$ cat src/swp_pkg.sv
// Constants, opcodes and register map for the serial flash write-protect block
package swp_pkg;
   localparam int          CLK_MHZ      = 200;
   localparam int          PUW_NS       = 1000;
   localparam int          PUW_CYC      = (PUW_NS * CLK_MHZ + 999) / 1000;
   localparam logic [15:0] PUW_CNT      = 16'(PUW_CYC);
   localparam logic [11:0] CNT_MAX      = 12'hfff;
   localparam logic [11:0] HDR_BITS     = 12'h020;
   localparam logic [11:0] CMD_STATUS_WRITE_BITS    = 12'h010;
   localparam logic [11:0] PROG_BITS    = 12'h028;
   // Opcodes
   localparam logic [7:0]  OP_CMD_WRITE_ENABLE      = 8'h06;
   localparam logic [7:0]  OP_CMD_WRITE_DISABLE      = 8'h04;
   localparam logic [7:0]  OP_CMD_STATUS_WRITE      = 8'h01;
   localparam logic [7:0]  OP_PP        = 8'h02;
   localparam logic [7:0]  OP_QPP       = 8'h38;
   localparam logic [7:0]  OP_SE        = 8'h20;
   localparam logic [7:0]  OP_HBE       = 8'h52;
   localparam logic [7:0]  OP_BE        = 8'hd8;
   localparam logic [7:0]  OP_CE        = 8'hc7;
   localparam logic [7:0]  OP_CMD_SECURITY_WRITE    = 8'h2f;
   localparam logic [7:0]  OP_CMD_PROTECTION_SELECT     = 8'h68;
   localparam logic [7:0]  OP_DP        = 8'hb9;
   localparam logic [7:0]  OP_RDP       = 8'hab;
   localparam logic [7:0]  OP_RST       = 8'h99;
   localparam logic [7:0]  OP_SUSP      = 8'hb0;
   localparam logic [7:0]  OP_CMD_ENTER_SECURED_AREA      = 8'hb1;
   localparam logic [7:0]  OP_CMD_EXIT_SECURED_AREA      = 8'hc1;
   localparam logic [7:0]  OP_EQIO      = 8'h35;
   localparam logic [7:0]  OP_RSTQIO    = 8'hf5;
   // Register offsets
   localparam logic [3:0]  REG_STATUS   = 4'h0;
   localparam logic [3:0]  REG_SECUR    = 4'h1;
   localparam logic [3:0]  REG_MODE     = 4'h2;
   localparam logic [3:0]  REG_LASTOP   = 4'h3;
   localparam logic [3:0]  REG_CTRL     = 4'h4;
   localparam logic [3:0]  REG_REJECT   = 4'h5;
   // Status data byte fields and secured serial number end offset
   localparam int          ST_BP_LO     = 2;
   localparam int          ST_QE        = 6;
   localparam int          ST_SRWD      = 7;
   localparam logic [8:0]  OTP_ESN_END  = 9'h00f;
   // Operation kinds
   localparam logic [2:0]  K_PROG       = 3'h1;
   localparam logic [2:0]  K_SECTOR     = 3'h2;
   localparam logic [2:0]  K_HALF       = 3'h3;
   localparam logic [2:0]  K_BLOCK      = 3'h4;
   localparam logic [2:0]  K_CHIP       = 3'h5;
   // Reject reasons
   localparam logic [2:0]  RJ_NONE      = 3'h0;
   localparam logic [2:0]  RJ_LEN       = 3'h1;
   localparam logic [2:0]  RJ_DPD       = 3'h2;
   localparam logic [2:0]  RJ_WEL       = 3'h3;
   localparam logic [2:0]  RJ_PROT      = 3'h4;
   localparam logic [2:0]  RJ_HPM       = 3'h5;
   localparam logic [2:0]  RJ_INH       = 3'h6;
   typedef enum logic [2:0] {
      ST_IDLE  = 3'b001,
      ST_FRAME = 3'b010,
      ST_EXEC  = 3'b100
   } swp_state_t;
endpackage

$ cat src/swp_top.sv
// Command filter, write enable latch and block/OTP protection for a serial flash
`timescale 1ns/1ps
// Functional notes
// - After reset the command machine sits idle with nothing in progress.
// - Contents change only after a whole valid command frame has ended.
// - Frames that are empty or not byte aligned at chip select rise are dropped.
// - No program or erase until reset ends and the power-up delay expires.
// - Data-changing commands need the write enable latch set, else refused.
// - Latch clears on power-up, suspend, disable, status, program, erase, reset, security, select.
// - In deep power-down only release, signature read and soft reset act.
// - Block-protect bits make selected 64 KB blocks read-only.
// - Write-protect pin low with status write-protect set locks block-protect and status write-protect bits.
// - Pin protection is off in four-line or quad command mode.
// - Codes 1 to 6 protect top 1 to 32 blocks; 0 none.
// - Codes 9 to 14 protect bottom 32 to 63 blocks.
// - Codes 7, 8 and 15 protect all 64 blocks.
// - Secured area is programmed between enter and exit secured commands.
// - While secured mode is on the main array is not reachable.
// - Security bit 0 shows the factory lock.
// - Security write command sets customer lock bit 1.
// - A set lock clears only on reset and locked content never changes.
// - Secured offsets 000-00F are serial number, 010-1FF customer area.
module swp_top (
   input  wire logic        clk_i,
   input  wire logic        nrst_i,
   input  wire logic        sclk_i,
   input  wire logic        cs_n_i,
   input  wire logic [3:0]  sio_i,
   input  wire logic        busy_i,
   input  wire logic        factory_lock_i,
   input  wire logic [3:0]  addr_i,
   input  wire logic [7:0]  wdata_i,
   input  wire logic        wr_i,
   input  wire logic        rd_i,
   output logic      [7:0]  rdata_o,
   output logic             op_start_o,
   output logic      [2:0]  op_kind_o,
   output logic      [23:0] op_addr_o,
   output logic             op_secured_o,
   output logic             suspend_o
);

   // Top codes guard blocks from 64-n up, bottom codes from 0 to n-1
   function automatic logic blk_prot(input logic [3:0] bp, input logic [5:0] blk);
      logic [6:0] n;
      n = 7'h00;
      if (bp == 4'h0) begin
         blk_prot = 1'b0;
      end else if (bp <= 4'h6) begin
         n = 7'(7'h01 << (bp - 4'h1));
         blk_prot = ({1'b0, blk} >= (7'h40 - n));
      end else if (bp >= 4'h9 && bp <= 4'he) begin
         n = 7'(7'h40 - (7'h40 >> (bp - 4'h8)));
         blk_prot = ({1'b0, blk} < n);
      end else begin
         blk_prot = 1'b1;
      end
   endfunction

   swp_pkg::swp_state_t state_q;
   logic        sclk_s1_q, sclk_s2_q, sclk_s3_q;
   logic        cs_s1_q, cs_s2_q, cs_s3_q;
   logic [3:0]  sio_s1_q, sio_s2_q;
   logic [11:0] cnt_q;
   logic [31:0] hdr_q;
   logic [15:0] puw_q;
   logic        wel_q;
   logic [3:0]  bp_q;
   logic        srwd_q;
   logic        qe_q;
   logic        quad_q;
   logic        dpd_q;
   logic        sotp_q;
   logic        clock_q;
   logic        flock_q;
   logic        swblk_q;
   logic [7:0]  lastop_q;
   logic [2:0]  rej_q;
   logic [7:0]  rdata_q;
   logic        start_q;
   logic [2:0]  kind_q;
   logic [23:0] oaddr_q;
   logic        osec_q;
   logic        susp_q;

   localparam logic [11:0] CNT_MAX  = swp_pkg::CNT_MAX;
   localparam logic [11:0] HDR_BITS = swp_pkg::HDR_BITS;
   localparam int          ST_BP_LO = swp_pkg::ST_BP_LO;
   localparam int          ST_SRWD  = swp_pkg::ST_SRWD;
   localparam int          ST_QE    = swp_pkg::ST_QE;

   // Link edges; first stages feed only the second stages
   wire         sclk_rise = sclk_s2_q & ~sclk_s3_q;
   wire         cs_rise   = cs_s2_q & ~cs_s3_q;
   wire         cs_low    = ~cs_s2_q;
   wire         wp_n      = sio_s2_q[2];
   wire [11:0]  step      = quad_q ? 12'h004 : 12'h001;
   wire [11:0]  cnt_inc   = (cnt_q > CNT_MAX - step) ? CNT_MAX : cnt_q + step;
   wire [5:0]   hdr_sh    = 6'(HDR_BITS - cnt_q);
   wire [31:0]  hdr_al    = (cnt_q >= HDR_BITS) ? hdr_q : (hdr_q << hdr_sh);
   wire [7:0]  op         = hdr_al[31:24];
   wire [23:0] adr        = hdr_al[23:0];
   wire [7:0]  sr_data    = hdr_al[23:16];
   wire [5:0]  blk        = adr[21:16];

   wire        frame_ok   = (cnt_q != 12'h000) && (cnt_q[2:0] == 3'h0);
   wire        dpd_blk    = dpd_q && (op != swp_pkg::OP_RDP) &&
                            (op != swp_pkg::OP_RST);
   wire        inhibit    = (puw_q != 16'h0000) || swblk_q || busy_i;
   wire        hpm_lock   = ~wp_n & srwd_q & ~qe_q & ~quad_q;
   wire        is_prog    = (op == swp_pkg::OP_PP) || (op == swp_pkg::OP_QPP);
   wire        is_erase   = (op == swp_pkg::OP_SE) || (op == swp_pkg::OP_HBE) ||
                            (op == swp_pkg::OP_BE) || (op == swp_pkg::OP_CE);
   wire        is_wrcmd   = is_prog || is_erase || (op == swp_pkg::OP_CMD_STATUS_WRITE) ||
                            (op == swp_pkg::OP_CMD_SECURITY_WRITE) || (op == swp_pkg::OP_CMD_PROTECTION_SELECT);
   wire        enough     = is_prog ? (cnt_q >= swp_pkg::PROG_BITS) :
                            (op == swp_pkg::OP_CMD_STATUS_WRITE) ? (cnt_q >= swp_pkg::CMD_STATUS_WRITE_BITS) :
                            ((is_erase && op != swp_pkg::OP_CE) ? (cnt_q >= HDR_BITS)
                                                                : 1'b1);
   // Serial region follows either lock, customer region only the customer lock
   wire        esn_area   = (adr[8:0] <= swp_pkg::OTP_ESN_END);
   wire        otp_locked = esn_area ? (flock_q | clock_q) : clock_q;
   wire        arr_prot   = (op == swp_pkg::OP_CE) ? (bp_q != 4'h0)
                                                   : blk_prot(bp_q, blk);
   wire        tgt_prot   = sotp_q ? (is_erase | otp_locked) : arr_prot;
   wire        do_exec    = (state_q == swp_pkg::ST_EXEC) && frame_ok && !dpd_blk;
   wire        wr_ok      = do_exec && is_wrcmd && enough && wel_q && !inhibit;
   wire        go_array   = wr_ok && (is_prog || is_erase) && !tgt_prot;
   wire        go_cmd_status_write    = wr_ok && (op == swp_pkg::OP_CMD_STATUS_WRITE) && !hpm_lock;
   wire [2:0]  kind       = (op == swp_pkg::OP_SE)  ? swp_pkg::K_SECTOR :
                            (op == swp_pkg::OP_HBE) ? swp_pkg::K_HALF :
                            (op == swp_pkg::OP_BE)  ? swp_pkg::K_BLOCK :
                            (op == swp_pkg::OP_CE)  ? swp_pkg::K_CHIP : swp_pkg::K_PROG;
   wire [2:0]  reject     = !frame_ok                    ? swp_pkg::RJ_LEN :
                            dpd_blk                      ? swp_pkg::RJ_DPD :
                            !is_wrcmd                    ? swp_pkg::RJ_NONE :
                            !enough                      ? swp_pkg::RJ_LEN :
                            !wel_q                       ? swp_pkg::RJ_WEL :
                            inhibit                      ? swp_pkg::RJ_INH :
                            ((is_prog || is_erase) && tgt_prot) ? swp_pkg::RJ_PROT :
                            ((op == swp_pkg::OP_CMD_STATUS_WRITE) && hpm_lock) ? swp_pkg::RJ_HPM :
                            swp_pkg::RJ_NONE;
   // Latch clears on the listed command completions, even when block protection refused them; a pin-locked status write keeps it
   wire        wel_clr    = (wr_ok && (op != swp_pkg::OP_CMD_STATUS_WRITE || go_cmd_status_write)) ||
                            (do_exec && ((op == swp_pkg::OP_CMD_WRITE_DISABLE) ||
                                         (op == swp_pkg::OP_RST) ||
                                         (op == swp_pkg::OP_SUSP && busy_i)));
   wire        wel_set    = do_exec && (op == swp_pkg::OP_CMD_WRITE_ENABLE);
   wire        go_susp    = do_exec && (op == swp_pkg::OP_SUSP) && busy_i;
   wire        go_rst     = do_exec && (op == swp_pkg::OP_RST);

   wire [7:0]  status_rd  = {srwd_q, qe_q, bp_q, wel_q, busy_i};
   wire [7:0]  rd_sel     = (addr_i == swp_pkg::REG_STATUS) ? status_rd :
                            (addr_i == swp_pkg::REG_SECUR)  ? {5'h00, sotp_q, clock_q, flock_q} :
                            (addr_i == swp_pkg::REG_MODE)   ?
                               {4'h0, hpm_lock, (puw_q != 16'h0000), dpd_q, quad_q} :
                            (addr_i == swp_pkg::REG_LASTOP) ? lastop_q :
                            (addr_i == swp_pkg::REG_CTRL)   ? {7'h00, swblk_q} :
                            (addr_i == swp_pkg::REG_REJECT) ? {5'h00, rej_q} : 8'h00;

   // Input synchronisers
   always_ff @(posedge clk_i) begin
      if (!nrst_i) begin
         sclk_s1_q <= 1'b0;
         sclk_s2_q <= 1'b0;
         sclk_s3_q <= 1'b0;
         cs_s1_q   <= 1'b1;
         cs_s2_q   <= 1'b1;
         cs_s3_q   <= 1'b1;
         sio_s1_q  <= 4'hf;
         sio_s2_q  <= 4'hf;
      end else begin
         sclk_s1_q <= sclk_i;
         sclk_s2_q <= sclk_s1_q;
         sclk_s3_q <= sclk_s2_q;
         cs_s1_q   <= cs_n_i;
         cs_s2_q   <= cs_s1_q;
         cs_s3_q   <= cs_s2_q;
         sio_s1_q  <= sio_i;
         sio_s2_q  <= sio_s1_q;
      end
   end

   // Frame collection: only the first 32 bits are kept
   always_ff @(posedge clk_i) begin
      if (!nrst_i) begin
         state_q <= swp_pkg::ST_IDLE;
         cnt_q   <= 12'h000;
         hdr_q   <= 32'h0000_0000;
      end else begin
         case (state_q)
            swp_pkg::ST_IDLE: begin
               cnt_q <= 12'h000;
               if (cs_low) begin
                  state_q <= swp_pkg::ST_FRAME;
               end
            end
            swp_pkg::ST_FRAME: begin
               if (cs_rise) begin
                  state_q <= swp_pkg::ST_EXEC;
               end else if (sclk_rise) begin
                  cnt_q <= cnt_inc;
                  if (cnt_q < HDR_BITS) begin
                     hdr_q <= quad_q ? {hdr_q[27:0], sio_s2_q} : {hdr_q[30:0], sio_s2_q[0]};
                  end
               end
            end
            swp_pkg::ST_EXEC: begin
               state_q <= swp_pkg::ST_IDLE;
            end
            default: begin
               state_q <= swp_pkg::ST_IDLE;
            end
         endcase
      end
   end

   // Power-up write inhibit timer
   always_ff @(posedge clk_i) begin
      if (!nrst_i) begin
         puw_q <= swp_pkg::PUW_CNT;
      end else if (puw_q != 16'h0000) begin
         puw_q <= puw_q - 16'h0001;
      end
   end

   // Write enable latch
   always_ff @(posedge clk_i) begin
      if (!nrst_i) begin
         wel_q <= 1'b0;
      end else if (wel_clr) begin
         wel_q <= 1'b0;
      end else if (wel_set) begin
         wel_q <= 1'b1;
      end
   end

   // Status bits and modes
   always_ff @(posedge clk_i) begin
      if (!nrst_i) begin
         bp_q   <= 4'h0;
         srwd_q <= 1'b0;
         qe_q   <= 1'b0;
         quad_q <= 1'b0;
         dpd_q  <= 1'b0;
         sotp_q <= 1'b0;
      end else begin
         if (go_cmd_status_write) begin
            bp_q   <= sr_data[ST_BP_LO +: 4];
            srwd_q <= sr_data[ST_SRWD];
            qe_q   <= sr_data[ST_QE];
         end
         if (go_rst) begin
            quad_q <= 1'b0;
            dpd_q  <= 1'b0;
            sotp_q <= 1'b0;
         end else if (do_exec) begin
            if (op == swp_pkg::OP_EQIO) quad_q <= 1'b1;
            if (op == swp_pkg::OP_RSTQIO) quad_q <= 1'b0;
            if (op == swp_pkg::OP_DP && !busy_i) dpd_q <= 1'b1;
            if (op == swp_pkg::OP_RDP) dpd_q <= 1'b0;
            if (op == swp_pkg::OP_CMD_ENTER_SECURED_AREA) sotp_q <= 1'b1;
            if (op == swp_pkg::OP_CMD_EXIT_SECURED_AREA) sotp_q <= 1'b0;
         end
      end
   end

   // Lock bits only set outside reset; the factory bit is sampled after release
   always_ff @(posedge clk_i) begin
      if (!nrst_i) begin
         clock_q <= 1'b0;
         flock_q <= 1'b0;
      end else begin
         if (factory_lock_i) flock_q <= 1'b1;
         if (wr_ok && op == swp_pkg::OP_CMD_SECURITY_WRITE) clock_q <= 1'b1;
      end
   end

   // Array controller request, one pulse per accepted operation
   always_ff @(posedge clk_i) begin
      if (!nrst_i) begin
         start_q <= 1'b0;
         kind_q  <= 3'h0;
         oaddr_q <= 24'h00_0000;
         osec_q  <= 1'b0;
         susp_q  <= 1'b0;
      end else begin
         start_q <= go_array;
         susp_q  <= go_susp;
         if (go_array) begin
            kind_q  <= kind;
            oaddr_q <= adr;
            osec_q  <= sotp_q;
         end
      end
   end

   // Register port; a read answers in the next cycle only
   always_ff @(posedge clk_i) begin
      if (!nrst_i) begin
         rdata_q  <= 8'h00;
         swblk_q  <= 1'b0;
         lastop_q <= 8'h00;
         rej_q    <= swp_pkg::RJ_NONE;
      end else begin
         rdata_q <= rd_i ? rd_sel : 8'h00;
         if (wr_i && addr_i == swp_pkg::REG_CTRL) swblk_q <= wdata_i[0];
         if (state_q == swp_pkg::ST_EXEC) begin
            lastop_q <= op;
            rej_q    <= reject;
         end
      end
   end

   assign rdata_o      = rdata_q;
   assign op_start_o   = start_q;
   assign op_kind_o    = kind_q;
   assign op_addr_o    = oaddr_q;
   assign op_secured_o = osec_q;
   assign suspend_o    = susp_q;
endmodule // swp_top

$ cat config.mk
export PLATFORM = sky130hd
export DESIGN_NAME = swp_top
export DESIGN_NICKNAME = d
export VERILOG_FILES = /design/src/swp_pkg.sv /design/src/swp_top.sv
export SDC_FILE = /design/constraint.sdc
export NUM_CORES = 1
export LEC_CHECK = 0
export BUFFER_PORTS_ARGS = -buffer_cell sky130_fd_sc_hd__buf_2
export CAP_MARGIN = 15
export CORE_MARGIN = 2
export CORE_UTILIZATION = 60
export DETAILED_ROUTE_END_ITERATION = 10
export PLACE_DENSITY = 0.78
export SLEW_MARGIN = 20
export SYNTH_ARGS = -nofsm -noshare
export SYNTH_HDL_FRONTEND = slang
export SYNTH_SLANG_ARGS = --single-unit
$ cat constraint.sdc
create_clock -name clk_i -period 8.4 [get_ports clk_i]
set_input_delay 0.42 -clock clk_i [delete_from_list [all_inputs] [get_ports clk_i]]
set_output_delay 0.42 -clock clk_i [all_outputs]
set_load 0.1 [all_outputs]
; ---- Yosys cells after proc, flatten, opt, wreduce, memory -nomap -nowiden
; Cells that the tools add are included.
[word_totals]
regBits = 139
inputBits = 24
output_inout_bits = 38
word_cells = 209
[op_classes]
n_addsub = 8
magnitude_cmp = 11
n_eq_ne = 35
n_shift = 3
mux = 43
bitwise_logic = 14
n_reduce_logical = 65
[op_table]
columns = op, n
row1 = "== test 8 bit, second input constant", 9
row2 = two-way mux 32 bit, 2
row3 = two-way mux 3 bit, 17
row4 = two-way mux 12 bit, 3
row5 = "== test 8 x 6 -> 1 bit, second input constant", 4
row6 = two-way mux 8 bit, 4
row7 = << shifter 32 x 6 -> 32 bit, 1
row8 = logical AND 1 bit, 27
row9 = "greater-or-equal comparator 12 x 6 -> 1 bit, second input constant", 2
row10 = "!= test 8 bit, second input constant", 3
row11 = case mux 12 bit (2 select lines), 1
row12 = "== test 8 x 3 -> 1 bit, second input constant", 2
row13 = "== test 8 x 7 -> 1 bit, second input constant", 2
row14 = nonzero test 16 bit, 1
row15 = "subtractor 16 x 1 -> 16 bit, second input constant", 1
row16 = two-way mux 1 bit, 15
row17 = logical OR 1 bit, 14
row18 = "subtractor 7 bit, first input constant", 2
row19 = adder 12 x 3 -> 12 bit, 1
row20 = "greater-or-equal comparator 12 x 5 -> 1 bit, second input constant", 1
row21 = > comparator 12 bit, 1
row22 = "< comparator 12 x 6 -> 1 bit, second input constant", 1
row23 = nonzero test 12 bit, 1
row24 = AND reduction 2 bit, 5
row25 = other kinds (34), 59

; ---- Depth between registers and ports, before layout
[logic_depth]
ltp_word = 21
depth_mapped = 27
depth_no_buf = 20

; ---- Worst setup path after synthesis
; Ideal clock, no wire load.
[synth_timing]
path_kind = register to register
start = register cnt_q[0]
end = register oaddr_q[0] (netlist: op_addr_o[0])
setup_ns = 0.121
arrival_ns = 5.507
required_time_ns = 8.279
slack_ns = 2.772
path_stages_with_launch = 27
n_path_buf = 9
path_cell_list = dfxtp_1 > buf_6 > buf_6 > inv_2 > buf_2 > ha_1 > ha_1 > buf_2 > buf_2 > buf_1 > clkbuf_1 > clkbuf_1 > a31oi_1 > a222oi_1 > inv_1 > ha_1 > a21o_1 > a21o_1 > a211o_1 > a21oi_1 > o31ai_1 > o2bb2ai_1 > a221o_1 > a22oi_4 > nand2_4 > buf_6 > mux2i_1
[synth_lines]
columns = item, line_no
row1 = "start, declared", swp_top.sv:64  ; logic [11:0] cnt_q;
row2 = "start signal, assigned", swp_top.sv:202  ; cnt_q <= cnt_inc;
row3 = subtractor 6 bit, swp_top.sv:99  ; wire [5:0] hdr_sh = 6'(HDR_BITS - cnt_q);
row4 = << shifter 32 x 6 -> 32 bit, swp_top.sv:100  ; wire [31:0] hdr_al = (cnt_q >= HDR_BITS) ? hdr_q : (hdr_q << hdr_sh);
row5 = two-way mux 32 bit *, swp_top.sv:100
row6 = via hdr_al[17], swp_top.sv:100
row7 = < comparator 6 x 7 -> 1 bit, swp_top.sv:54  ; blk_prot = ({1'b0, blk} < n);
row8 = two-way mux 1 bit, swp_top.sv:52  ; end else if (bp >= 4'h9 && bp <= 4'he) begin
row9 = two-way mux 1 bit *, swp_top.sv:49  ; end else if (bp <= 4'h6) begin
row10 = two-way mux 1 bit *, swp_top.sv:47  ; if (bp == 4'h0) begin
row11 = two-way mux 1 bit *, swp_top.sv:123  ; wire arr_prot = (op == swp_pkg::OP_CE) ? (bp_q != 4'h0)
row12 = two-way mux 1 bit *, swp_top.sv:125  ; wire tgt_prot = sotp_q ? (is_erase | otp_locked) : arr_prot;
row13 = logical NOT 1 bit *, swp_top.sv:128  ; wire go_array = wr_ok && (is_prog || is_erase) && !tgt_prot;
row14 = logical AND 1 bit *, swp_top.sv:128
row15 = "end signal, assigned", swp_top.sv:292  ; oaddr_q <= adr;
row16 = "end, declared", swp_top.sv:82  ; logic [23:0] oaddr_q;
; The timed path passes the listed nets; every way through them passes the cells marked *.
; A chain may end at the register's enable or synchronous reset.

; ---- Worst setup path after layout
[layout_timing]
start = register cnt_q[1]
end = register kind_q[1] (netlist: op_kind_o[1])
[layout_lines]
columns = item, line_no
row1 = subtractor 6 bit, swp_top.sv:99
row2 = << shifter 32 x 6 -> 32 bit, swp_top.sv:100
row3 = two-way mux 32 bit *, swp_top.sv:100
row4 = via hdr_al[17], swp_top.sv:100
row5 = < comparator 6 x 7 -> 1 bit, swp_top.sv:54
row6 = two-way mux 1 bit, swp_top.sv:52
row7 = two-way mux 1 bit *, swp_top.sv:49
row8 = two-way mux 1 bit *, swp_top.sv:47
row9 = two-way mux 1 bit *, swp_top.sv:123
row10 = two-way mux 1 bit *, swp_top.sv:125
row11 = logical NOT 1 bit *, swp_top.sv:128
row12 = logical AND 1 bit *, swp_top.sv:128
row13 = "end signal, assigned", swp_top.sv:291  ; kind_q <= kind;
row14 = "end, declared", swp_top.sv:81  ; logic [2:0] kind_q;
; Marked as above.

==> run metrics <==
status complete, no violations; Worst EP required slightly below 9 ns; fin crit period about 5.9 ns; clock sink count ~140; Remaining DRCs 0; worst path arrival time slightly above 6 ns; Total Neg Setup Slack 0 ns; CTS tree built; Max VDD drop 0.145 mV; HP Class primary input to flop; post_cts resized 0; Root Buffer clkbuf_16; WL final between 20000 and 25000 µm; endpoint type of the worst setup path flop; YS warnings 0; area delta synth->final 8.08%; Yosys top cell area share 29.8%; Hold Startpoint sio_i[2]; CORE AREA 15200 µm²; FP Rows 45; # setup viols final 0; Setup WS post-layout between 2 and 2.5 ns; worst skew pair latency approximately 0.44 ns; Overflow after GRT 0; drt pass-1 iters 8; RSZ-0062 raised after global routing false; CTS Buffer Depth 2; cts hold-fix bufs 0; Seq cells post-synth 139; Starting Density around three fifths; fin nets ~1100; Mapped Nets 1137; global-route wire length before repair between 30000 and 40000 µm; critical-path cell list inv_1 > ha_2 > buf_4 > mux4_2 > nand2_1 > a31oi_1 > a222oi_1 > inv_1 > ha_1 > a21o_1 > a21o_1 > a211o_1 > a21oi_1 > o31ai_1 > o2bb2ai_1 > a221o_1 > a22oi_4 > nand2_4 > mux2i_1; Max Cap Violations 0; final period utilization 70.5%; vias in the first global route between 7000 and 8000; I/O Pins 62; pre-CTS setup slack between 2 and 3 ns; Detailed Route Iter0 Violations between 900 and 1000; Area contributors post-synth dfxtp_1 30%, mux2i_1 11%, mux4_2 8.2%, nand2_1 6.0%, nor2_1 4.1%; Syn Area/Cell between 8 and 9 µm²; initial antenna violation count 0; GP Congestion ~1.0; share of layout cells above drive strength 1 ~16%; clk slew on worst S/H paths around 0.06 ns; critical setup path kind flop to flop; ANT nets after route 0; crit-path max FO 27; f_max between 150 and 200 MHz; die height 129 µm; pwr dens approximately 140 nW/µm²; HPWL after DPL 16700 µm; largest net degree at the start of global routing between 80 and 90; Yosys cell types a little over 90; die width 129 µm; final slew viol count 0; vias per std cell approximately 6.5; Critical Path Max Stage Delay approximately 0.84 ns; slew margin rel. 34.4%; Setup crit start kind flop; Slowest-stage cell, CP ha_2; # H-tree levels 4; Syn Inst Count approximately 1100; number of synthesized flops with an enable pin 0; RR Startpoint cnt_q[1]; post-synth top area cell dfxtp_1; sequential area share after synthesis 29.8%; Synth Cell Area 9350 µm²; CTS Buf Count 17; Worst Skew 0.0105 ns; final hold vios 0; PortBufs 54; drt wl/cell around 19 µm; crit path from cnt_q[1]; via count about 8400; Post-CTS Setup Bufs 0; ys async rst share 0%; die area roughly 17000 µm²; Antenna diodes 0; ys flop type dfxtp_1; Slew @ Worst Pin 0.970 ns; Leak Pwr 3.66 nW; total track usage between 20% and 30%
==> metrics by stage <==
step                      std cells  total power, mW  hold slack (ns)  cell area (µm²)  util (%)
after detailed placement       1255            0.737            0.392             9530      62.7
after CTS                      1287             1.47            0.152            10100      66.4
final                          1287             1.46            0.166            10100      66.5
after floorplan                1093            0.724            0.386             9350         -
after global routing           1287             1.50            0.163            10100      66.5
after global placement         1255            0.737            0.388             9530      62.7
==> routing by layer <==
| metal | vias to the layer above | global-route usage [%] | wire, µm |
|---|---|---|---|
| met3 | 63 | 5.45 | 1780 |
| met5 | - | 0 | 0 |
| met4 | 0 | 12.0 | 730 |
| li1 | 4009 | - | - |
| met1 | 3929 | 41.4 | 10800 |
| met2 | 376 | 45.9 | 11200 |
==> cells by family after synthesis <==
| family | after synthesis | synth area share, % |
|---|---|---|
| and+or+nand+nor | 436 | 23.2 |
| AOI/OAI and AO/OA | 223 | 17.2 |
| muxes | 147 | 20.4 |
| DFF | 139 | 29.8 |
| buffers and inverters | 113 | 5.34 |
| adders and majority gates | 20 | 2.68 |
| xor gates and xnor gates | 15 | 1.40 |
==> cell usage in the layout, fill, tap and decap left out, types with 9 or more instances in the layout <==
| cell type | synthesis | routed |
|---|---|---|
| nand2_1 | 150 | 150 |
| dfxtp_1 | 139 | 137 |
| nor2_1 | 102 | 102 |
| mux2i_1 | 101 | 101 |
| buf_2 | 14 | 54 |
| a211oi_1 | 49 | 49 |
| a21oi_1 | 40 | 40 |
| o21ai_0 | 39 | 39 |
| mux4_2 | 34 | 34 |
| nand3_1 | 32 | 32 |
| nor3_1 | 29 | 29 |
| inv_1 | 23 | 23 |
| ha_1 | 20 | 19 |
| nand2b_1 | 18 | 18 |
| clkbuf_16 | 0 | 17 |
| and2_1 | 12 | 12 |
| nor2b_1 | 12 | 12 |
| xnor2_1 | 11 | 11 |
| nand4_1 | 11 | 11 |
| mux2_2 | 11 | 11 |
| and3_1 | 9 | 9 |
| or3_1 | 9 | 9 |
==> synth_stat cells, types with 12 or more instances <==
cell type	instances
clkbuf_1	60
dfxtp_1	139
nand2_1	150
nand2b_1	18
nor3_1	29
mux2i_1	101
and2_1	12
o21ai_0	39
mux4_2	34
a211oi_1	49
buf_2	14
ha_1	20
nand3_1	32
nor2b_1	12
inv_1	23
nor2_1	102
a21oi_1	40
==> path summary, 6_finish.rpt <==
check,cells after the start,slack [ns],to
hold / removal,2,0.17,sio_s1_q[2]
hold reg to reg,1,0.40,cs_s2_q
setup reg to reg,19,2.48,op_kind_o[1]
setup / recovery,19,2.48,op_kind_o[1]
==> power breakdown <==
part           leakage [nW]  total [mW]  switching [mW]  internal, mW
Combinational          2.25      0.0485          0.0315        0.0170
Sequential             1.13       0.675         0.00746         0.668
Clock                 0.278       0.732           0.312         0.420
==> final cells by class <==
cell class / instances / area, µm²
well taps: 188 / 235
flip-flops and latches: 139 / 2790
clock inverters: 14 / 134
fillers: 1270 / 5100
inverters: 25 / 93.8
repair buffers: 62 / 330
clock buffers: 18 / 439
multi-input cells: 841 / 6090
==> registers in the layout, summed over array words and instances, names as in the netlist, 3 cells and up <==
| signal | count |
|---|---|
| op_kind_o | 3 |
| hdr_q | 32 |
| rdata_o | 8 |
| rej_q | 3 |
| bp_q | 4 |
| sio_s2_q | 4 |
| lastop_q | 8 |
| op_addr_o | 24 |
| puw_q | 16 |
| state_q | 3 |
| cnt_q | 12 |
| sio_s1_q | 4 |
==> worst max-delay path, delay by kind of cell, from the launching register on <==
family,cells,cell delay (ns)
flops,1,0.59
simple gates,2,0.43
compound gates,10,2.25
mux,2,0.66
fa+ha+maj,2,1.15
buf+inv,3,0.68
Power figures use the tool's default switching activity.
